<file path="config.mk">
export PLATFORM = sky130hd
export DESIGN_NAME = pcs_config_status_control
export DESIGN_NICKNAME = d
export VERILOG_FILES = /design/src/pcscs_pkg.sv /design/src/pcs_config_status_control.sv /design/src/pcscs_sync_timer.sv
export VERILOG_INCLUDE_DIRS = /design/src
export SDC_FILE = /design/constraint.sdc
export NUM_CORES = 1
export LEC_CHECK = 0
export BUFFER_PORTS_ARGS = -buffer_cell sky130_fd_sc_hd__buf_4
export CORE_MARGIN = 1
export CORE_UTILIZATION = 55
export CTS_CLUSTER_DIAMETER = 150
export CTS_CLUSTER_SIZE = 28
export DETAILED_ROUTE_END_ITERATION = 16
export HOLD_SLACK_MARGIN = 0.08
export PLACE_DENSITY = 0.82
export SLEW_MARGIN = 10
export SYNTH_ARGS = -nofsm -noshare
export SYNTH_HDL_FRONTEND = slang
export SYNTH_SLANG_ARGS = --single-unit
</file>
<file path="constraint.sdc">
create_clock -name clk -period 3.3 [get_ports clk]
set_input_delay 0.33 -clock clk [delete_from_list [all_inputs] [get_ports clk]]
set_output_delay 0.33 -clock clk [all_outputs]
set_load 0.01 [all_outputs]
</file>
<file path="src/pcscs_consts.svh">
/*
 * Constants for the 100 Mb/s coding-sublayer configuration register bank:
 * register address, page, field positions, reset values and timeouts.
 * Assumes inclusion by bare name from the package and the design modules.
 */
`ifndef PCSCS_CONSTS_SVH
`define PCSCS_CONSTS_SVH

// ****************************************
// Register address and page
// ****************************************
`define PCSCS_REG_ADDR 5'h16
`define PCSCS_PAGE_EXT0 2'h0
`define PCSCS_PAGED_LO 5'h14

// ****************************************
// Field positions
// ****************************************
`define PCSCS_BIT_FREE_CLK 11
`define PCSCS_BIT_TQ 10
`define PCSCS_BIT_SD_FORCE 9
`define PCSCS_BIT_SD_POLICY 8
`define PCSCS_BIT_DESCRAMBLER_TIMEOUT_SELECT 7
`define PCSCS_BIT_FIBER 6
`define PCSCS_BIT_FORCE_OK 5
`define PCSCS_BIT_FEFI 3
`define PCSCS_BIT_LINE_BYP 2
`define PCSCS_BIT_SCR_SKIP 1
`define PCSCS_BIT_DESCR_SKIP 0

// ****************************************
// Write mask and reset values
// ****************************************
`define PCSCS_WR_MASK 16'h0fef
`define PCSCS_RESET_BASE 16'h0100
`define PCSCS_STRAP_BITS 16'h004b

// ****************************************
// Strap load timing after reset release
// ****************************************
`define PCSCS_LOAD_AT 2'h2
`define PCSCS_LOAD_DONE 2'h3
`define PCSCS_LOAD_STEP 2'h1

// ****************************************
// Descrambler loss-of-sync timeouts
// ****************************************
`define PCSCS_TIMEOUT_LONG_US 2000
`define PCSCS_TIMEOUT_SHORT_US 722
`define PCSCS_CLK_MHZ 100

`endif

</file>
<file path="src/pcscs_pkg.sv">
/*
 * Types shared by the coding-sublayer configuration block.
 * Assumes the constants header is available by bare name.
 */
`include "pcscs_consts.svh"

package pcscs_pkg;
	// Link qualification states, one-hot
	typedef enum logic [2:0] {
		PCSCS_LINK_DOWN = 3'h1,
		PCSCS_LINK_UP = 3'h2,
		PCSCS_LINK_FORCED = 3'h4
	} pcscs_link_t;
endpackage : pcscs_pkg

</file>
<file path="src/pcs_config_status_control.sv">
/*
 * Coding-sublayer configuration and status register for one port, with
 * the link qualification it steers and the datapath controls it drives.
 * Assumes a management front end decodes page and address, and that the
 * fiber strap and line indications are asynchronous pins.
 */
// Summary of operation
// - Bits 15:12 and 4 ignore writes, read zero
// - Free-run bit selects free or aligned receive clock
// - True-quiet bit selects quiet transmit at 100M
// - Force bit asserts signal detect regardless of line
// - Policy set: lock raises link, signal holds it
// - Policy clear: signal or lock loss drops link
// - Timeout select: 2ms when set, 722us when clear
// - Fiber enable resets from strap, writable after
// - Force-good bit reports good 100M link
// - Far-end fault enable resets from fiber strap
// - Line-code bypass skips NRZI encode and decode
// - Scrambler skip resets from strap, skips scrambling
// - Descrambler skip resets from strap, skips descrambling
`timescale 1ns/1ns
`include "pcscs_consts.svh"

module pcs_config_status_control #(
	parameter int LONG_CYCLES = `PCSCS_TIMEOUT_LONG_US * `PCSCS_CLK_MHZ,
	parameter int SHORT_CYCLES = `PCSCS_TIMEOUT_SHORT_US * `PCSCS_CLK_MHZ
) (
	input wire logic clk,
	input wire logic resetn,
	input wire logic clkEn,
	// Management access, already framed by the serial front end
	input wire logic [1:0] pageSel,
	input wire logic [4:0] regAddr,
	input wire logic wrStrobe,
	input wire logic [15:0] wrData,
	output logic [15:0] rdData,
	// Pins
	input wire logic fiberStrap,
	input wire logic signalLevelPin,
	input wire logic descramblerLockPin,
	// Datapath controls
	output logic rxClkFreeRun,
	output logic trueQuietTxEnable,
	output logic signalDetect,
	output logic fiberModeEnable,
	output logic farEndFaultEnable,
	output logic lineCodeBypass,
	output logic scramblerSkipEnable,
	output logic descramblerSkipEnable,
	output logic descramblerLongTimeout,
	output logic link100Good
);
	initial begin
		if (SHORT_CYCLES < 1 || LONG_CYCLES < SHORT_CYCLES)
			$error("pcs_config_status_control: bad timeout parameters");
	end

	// ****************************************
	// Pin synchronisers
	// ****************************************
	logic [2:0] syncA_reg, syncA_next;
	logic [2:0] syncB_reg, syncB_next;
	logic strapSeen;
	logic levelSync;
	logic lockSync;

	// Two stages per pin; only the second stage feeds logic
	always_comb begin
		syncA_next = {fiberStrap, signalLevelPin, descramblerLockPin};
		syncB_next = syncA_reg;
	end

	always_ff @(posedge clk or negedge resetn) begin
		if (!resetn) begin
			syncA_reg <= 3'h0;
			syncB_reg <= 3'h0;
		end else if (clkEn) begin
			syncA_reg <= syncA_next;
			syncB_reg <= syncB_next;
		end
	end

	assign strapSeen = syncB_reg[2];
	assign levelSync = syncB_reg[1];
	assign lockSync = syncB_reg[0];

	// ****************************************
	// Strap capture after reset release
	// ****************************************
	// Async reset may only load constants, so the strap is folded in by a
	// load cycle once the synchroniser has settled after release.
	logic [1:0] loadWait_reg, loadWait_next;
	logic strapLoad;

	always_comb begin
		loadWait_next = loadWait_reg;
		if (loadWait_reg != `PCSCS_LOAD_DONE)
			loadWait_next = loadWait_reg + `PCSCS_LOAD_STEP;
	end

	always_ff @(posedge clk or negedge resetn) begin
		if (!resetn)
			loadWait_reg <= 2'h0;
		else if (clkEn)
			loadWait_reg <= loadWait_next;
	end

	// Two edges pass first so the strap has crossed both synchroniser stages
	assign strapLoad = (loadWait_reg == `PCSCS_LOAD_AT);

	// ****************************************
	// Configuration register
	// ****************************************
	logic [15:0] cfg_reg, cfg_next;
	logic hit;

	// Reachable only on extended page 0 at its address
	assign hit = (pageSel == `PCSCS_PAGE_EXT0) && (regAddr == `PCSCS_REG_ADDR);

	// Software write wins over a simultaneous strap load; the load happens
	// once, two cycles after release, so the window is tiny.
	always_comb begin
		cfg_next = cfg_reg;
		if (strapLoad) begin
			if (strapSeen)
				cfg_next = cfg_reg | `PCSCS_STRAP_BITS;
			else
				cfg_next = cfg_reg & ~`PCSCS_STRAP_BITS;
		end
		if (wrStrobe && hit)
			cfg_next = wrData & `PCSCS_WR_MASK;
	end

	// Each instance is one port's private copy
	always_ff @(posedge clk or negedge resetn) begin
		if (!resetn)
			cfg_reg <= `PCSCS_RESET_BASE;
		else if (clkEn)
			cfg_reg <= cfg_next;
	end

	// Reserved positions are never stored, so they read zero
	always_comb begin
		rdData = hit ? (cfg_reg & `PCSCS_WR_MASK) : 16'h0000;
	end

	// ****************************************
	// Descrambler sync watchdog
	// ****************************************
	logic syncLost;

	pcscs_sync_timer #(
		.LONG_CYCLES(LONG_CYCLES),
		.SHORT_CYCLES(SHORT_CYCLES)
	) uTimer (
		.clk(clk),
		.resetn(resetn),
		.clkEn(clkEn),
		.longSel(cfg_reg[`PCSCS_BIT_DESCRAMBLER_TIMEOUT_SELECT]),
		.syncSeen(lockSync),
		.syncLost(syncLost)
	);

	// ****************************************
	// Link qualification
	// ****************************************
	pcscs_pkg::pcscs_link_t link_reg, link_next;
	logic sdEff;
	logic locked;

	assign sdEff = cfg_reg[`PCSCS_BIT_SD_FORCE] | levelSync;
	// Descrambler skip means no lock to wait for, as in fiber mode
	assign locked = ~syncLost | cfg_reg[`PCSCS_BIT_DESCR_SKIP];

	always_comb begin
		link_next = link_reg;
		unique case (link_reg)
			pcscs_pkg::PCSCS_LINK_DOWN: begin
				if (cfg_reg[`PCSCS_BIT_FORCE_OK])
					link_next = pcscs_pkg::PCSCS_LINK_FORCED;
				else if (sdEff && locked)
					link_next = pcscs_pkg::PCSCS_LINK_UP;
			end
			pcscs_pkg::PCSCS_LINK_UP: begin
				if (cfg_reg[`PCSCS_BIT_FORCE_OK])
					link_next = pcscs_pkg::PCSCS_LINK_FORCED;
				else if (!sdEff)
					link_next = pcscs_pkg::PCSCS_LINK_DOWN;
				else if (!cfg_reg[`PCSCS_BIT_SD_POLICY] && !locked)
					link_next = pcscs_pkg::PCSCS_LINK_DOWN;
			end
			pcscs_pkg::PCSCS_LINK_FORCED: begin
				// Falls back to a fresh qualification when force clears
				if (!cfg_reg[`PCSCS_BIT_FORCE_OK])
					link_next = pcscs_pkg::PCSCS_LINK_DOWN;
			end
			default: link_next = pcscs_pkg::PCSCS_LINK_DOWN;
		endcase
	end

	always_ff @(posedge clk or negedge resetn) begin
		if (!resetn)
			link_reg <= pcscs_pkg::PCSCS_LINK_DOWN;
		else if (clkEn)
			link_reg <= link_next;
	end

	// ****************************************
	// Registered datapath controls
	// ****************************************
	logic [9:0] ctl_reg, ctl_next;

	always_comb begin
		ctl_next[0] = cfg_reg[`PCSCS_BIT_FREE_CLK];
		ctl_next[1] = cfg_reg[`PCSCS_BIT_TQ];
		ctl_next[2] = sdEff;
		ctl_next[3] = cfg_reg[`PCSCS_BIT_FIBER];
		ctl_next[4] = cfg_reg[`PCSCS_BIT_FEFI];
		ctl_next[5] = cfg_reg[`PCSCS_BIT_LINE_BYP];
		ctl_next[6] = cfg_reg[`PCSCS_BIT_SCR_SKIP];
		ctl_next[7] = cfg_reg[`PCSCS_BIT_DESCR_SKIP];
		ctl_next[8] = cfg_reg[`PCSCS_BIT_DESCRAMBLER_TIMEOUT_SELECT];
		ctl_next[9] = (link_next != pcscs_pkg::PCSCS_LINK_DOWN);
	end

	always_ff @(posedge clk or negedge resetn) begin
		if (!resetn)
			ctl_reg <= 10'h000;
		else if (clkEn)
			ctl_reg <= ctl_next;
	end

	assign rxClkFreeRun = ctl_reg[0];
	assign trueQuietTxEnable = ctl_reg[1];
	assign signalDetect = ctl_reg[2];
	assign fiberModeEnable = ctl_reg[3];
	assign farEndFaultEnable = ctl_reg[4];
	assign lineCodeBypass = ctl_reg[5];
	assign scramblerSkipEnable = ctl_reg[6];
	assign descramblerSkipEnable = ctl_reg[7];
	assign descramblerLongTimeout = ctl_reg[8];
	assign link100Good = ctl_reg[9];
endmodule : pcs_config_status_control

</file>
<file path="src/pcscs_sync_timer.sv">
/*
 * Descrambler loss-of-sync watchdog: counts cycles since the last valid
 * lock indication and flags loss once the selected timeout is reached.
 * Assumes lock pulses arrive on the same clock as clk.
 */
`timescale 1ns/1ns
`include "pcscs_consts.svh"

module pcscs_sync_timer #(
	parameter int LONG_CYCLES = `PCSCS_TIMEOUT_LONG_US * `PCSCS_CLK_MHZ,
	parameter int SHORT_CYCLES = `PCSCS_TIMEOUT_SHORT_US * `PCSCS_CLK_MHZ
) (
	input wire logic clk,
	input wire logic resetn,
	input wire logic clkEn,
	input wire logic longSel,
	input wire logic syncSeen,
	output logic syncLost
);
	localparam int CW = $clog2(LONG_CYCLES + 1);

	initial begin
		if (SHORT_CYCLES < 1 || LONG_CYCLES < SHORT_CYCLES)
			$error("pcscs_sync_timer: timeouts must be positive and ordered");
	end

	logic [CW-1:0] count_reg, count_next;
	logic lost_reg, lost_next;
	logic [CW-1:0] limit;

	// Limit follows the select live, so a change takes effect mid-count
	always_comb begin
		limit = longSel ? CW'(LONG_CYCLES) : CW'(SHORT_CYCLES);
		count_next = count_reg;
		lost_next = lost_reg;
		if (syncSeen) begin
			count_next = '0;
			lost_next = 1'b0;
		end else if (count_reg >= limit) begin
			lost_next = 1'b1;
		end else begin
			count_next = count_reg + CW'(1);
		end
	end

	// Starts out of sync: lock must be shown before the link may rise, unless force-good or descrambler skip is set
	always_ff @(posedge clk or negedge resetn) begin
		if (!resetn) begin
			count_reg <= '0;
			lost_reg <= 1'b1;
		end else if (clkEn) begin
			count_reg <= count_next;
			lost_reg <= lost_next;
		end
	end

	assign syncLost = lost_reg;
endmodule : pcscs_sync_timer

</file>
==> results.toml <==
[clock_tree]
htree_levels = 2
cts_hold_buf = 1
clock_path_buffers = 2
ctsResizeCount = 0
worstSkewPairLatency_ns = 0.32
cts_tree = "yes"
cts_root_buf = "clkbuf_8"
numCtsBuffers = 5
clk_pin_slew_ns = 0.10
postCtsSetupRepairBufs = 0
clock_sinks = 51

[setup_path]
r2r-start = "cfg_reg[7]"
crit_path_start = "cfg_reg[7]"
cp.arrival_ns = 2.89
crit_path_end_kind = "flip-flop"
worstPathMaxFanout = 19
cp.required_ns = 3.49
r2r_slack_ns = 0.60
r2r-end = "uTimer.count_reg[1]"
reg2reg_depth = 7
criticalPathCategory = "reg2reg"
crit_path_start_kind = "flip-flop"

[sta]
tns_ns = 0
slew_headroom_pct = 44.81
period_needed_ns = 2.698
final-hold-violation-count = 0
fmax_ghz = 0.3706
final-max-slew-violation-count = 0
rsz0062_at_grt = "no"
finalSetupViolations = 0
worst_clock_skew_ns = 0.01724
period_share_pct = 81.77
worstMarginPinSlew_ns = 0.8252

[floorplanning]
fp.coreArea_sq_um = 5107
die_area_sq_um = 5594
start_util_pct = 57.06
io_pins = 56
die_x_um = 74.79
fp-row-count = 26
die_height_um = 74.79

[status]
outcome = "complete, no violations"

[yosys]
netlist_area_sq_um = 2914
syn_inst = 280
ys_types = 59
yosys_warnings = 0
ys_ff_latch = 51
yosys-top-cells-count = "dfrtp_1, mux2_2, nand2_1"
synth_edf_count = 0
ys_top_cells_by_area = "dfrtp_1, mux2_2, ha_1, and2_1, dfstp_2"
yosysTopAreaCell = "dfrtp_1"
synth_top_area_share_pct = 41.22
avgSynthCellArea_sq_um = 10.41
synth_most_common_cell = "dfrtp_1"
yosysSeqAreaShare_pct = 43.92
synth_flop_cell = "dfrtp_1"
synth-async-reset-ratio_pct = 100.0

[cells_and_area]
final_cells = 391
syn_to_final_growth_pct = 15.24
drive_gt1_share_pct = 27.10
fin_area_sq_um = 3358
diodes = 0
largest_reg_flops = 18
final_util_pct = 65.75
nets = 361

[min_path]
hold_depth = 2
hp-start = "wrData[9]"
hold_path.class = "in2reg"
hold_end = "cfg_reg[9]"

[flow_run]
max-cap-violations = 0

[power]
p_leak_nw = 1.514
power_mw = 1.995
power_density_nw_per_um2 = 594.2
ir_drop_mv = 0.4944

[routing]
drt-initial-drc-count = 129
avgRoutedWirePerCell_um = 16.00
drt-pass1-iter-count = 4
ant_nets = 0
dr_total_vias = 2382
viasPerCell = 6.092
drc_errors = 0
wl_um = 6257

[global_route]
grt_max_degree = 52
grt_first_pass_wirelength_um = 10210
grt_overflow = 0
grt_pass1_vias = 2241
antenna_found_initial = 0
grt_use_total_pct = 24.05

[placement]
port_buffers = 45
placed_cells = 382
placed_area_sq_um = 3257
routabilityCongestion = 0.8241
dp_hpwl_um = 4325
[placed cells by master (no fill, tap or decap), types with 2 or more instances in the layout]
master	instances
nor2_1	12
o2bb2ai_1	9
nor3_1	6
o211ai_1	5
a211o_1	2
nor2b_1	3
and2_1	13
a31o_2	2
and4_1	2
ha_1	11
or4_1	5
inv_1	12
nand4b_1	2
a21oi_1	14
o21ai_0	5
nor3b_1	3
conb_1	5
nand2b_1	4
mux2_2	20
clkbuf_8	5
o211a_1	2
nand3b_1	3
xnor2_1	2
o311ai_0	3
dfrtp_1	48
nor4_1	3
buf_4	47
a21o_1	2
a2111oi_4	2
dfstp_2	3
nand4_1	8
a41oi_1	2
mux2i_1	3
o22ai_1	3
nand3_1	10
nand2_1	17
[per-layer routing]
layer | track usage, % | part of all wire (%)
met3 | 6.560 | 7.1
met2 | 40.34 | 48
met1 | 29.66 | 44
met4 | 9.224 | 1.6
met5 | 0 | 0
[worst max-delay path by stage]
stage / cells after the start / endpoint / slack [ns]
3_5_place_dp: 7 / uTimer.count_reg[0] / 0.63
5_1_grt: 7 / uTimer.count_reg[1] / 0.24
4_1_cts: 7 / uTimer.count_reg[0] / 0.60
6_report: 7 / uTimer.count_reg[1] / 0.60
3_3_place_gp: 7 / uTimer.count_reg[0] / 0.72
2_1_floorplan: 6 / uTimer.count_reg[13] / 1.00
[report_power, final]
part / total, mW / leakage [nW] / switching, mW / internal, mW
sequential: 0.981 / 0.646 / 0.182 / 0.799
combinational: 0.631 / 0.819 / 0.319 / 0.313
clock: 0.383 / 0.0485 / 0.230 / 0.153
[critical path, stage by stage (launching register included)]
cell and delay [ns]:
dfrtp_1 0.46, inv_1 0.15, ha_1 0.29, and2_1 0.31, o2111ai_1 0.23, a31oi_2 0.70, nor2_1 0.11, o311ai_0 0.31
[stage by stage]
step / setup WS [ns] / hold WS (ns)
3_5_place_dp: 0.6303 / 0.4010
2_1_floorplan: 1.002 / 0.03441
6_report: 0.6017 / 0.2369
5_1_grt: 0.2437 / 0.2278
4_1_cts: 0.5967 / 0.2343
3_3_place_gp: 0.7186 / 0.3938
[final cells by class]
| class | instances | area, sq um |
|---|---|---|
| Clock buffer | 5 | 68.82 |
| Clock inverter | 3 | 22.52 |
| Fill cell | 401 | 1749 |
| Inverter | 13 | 48.80 |
| Multi-Input combinational cell | 201 | 1488 |
| Sequential cell | 51 | 1280 |
| Tap cell | 70 | 87.58 |
| Timing Repair Buffer | 48 | 362.8 |
[logic make-up after synthesis]
logic type / Yosys count / synth area share, %
simple gates: 96 / 18.59
flops: 51 / 43.92
xor+xnor: 2 / 0.6012
other cells: 1 / 0.1287
mux: 23 / 8.759
compound gates: 64 / 17.73
buf+inv: 32 / 5.538
fa+ha+maj: 11 / 4.723
Note: power is estimated with default switching activity, not from simulation.
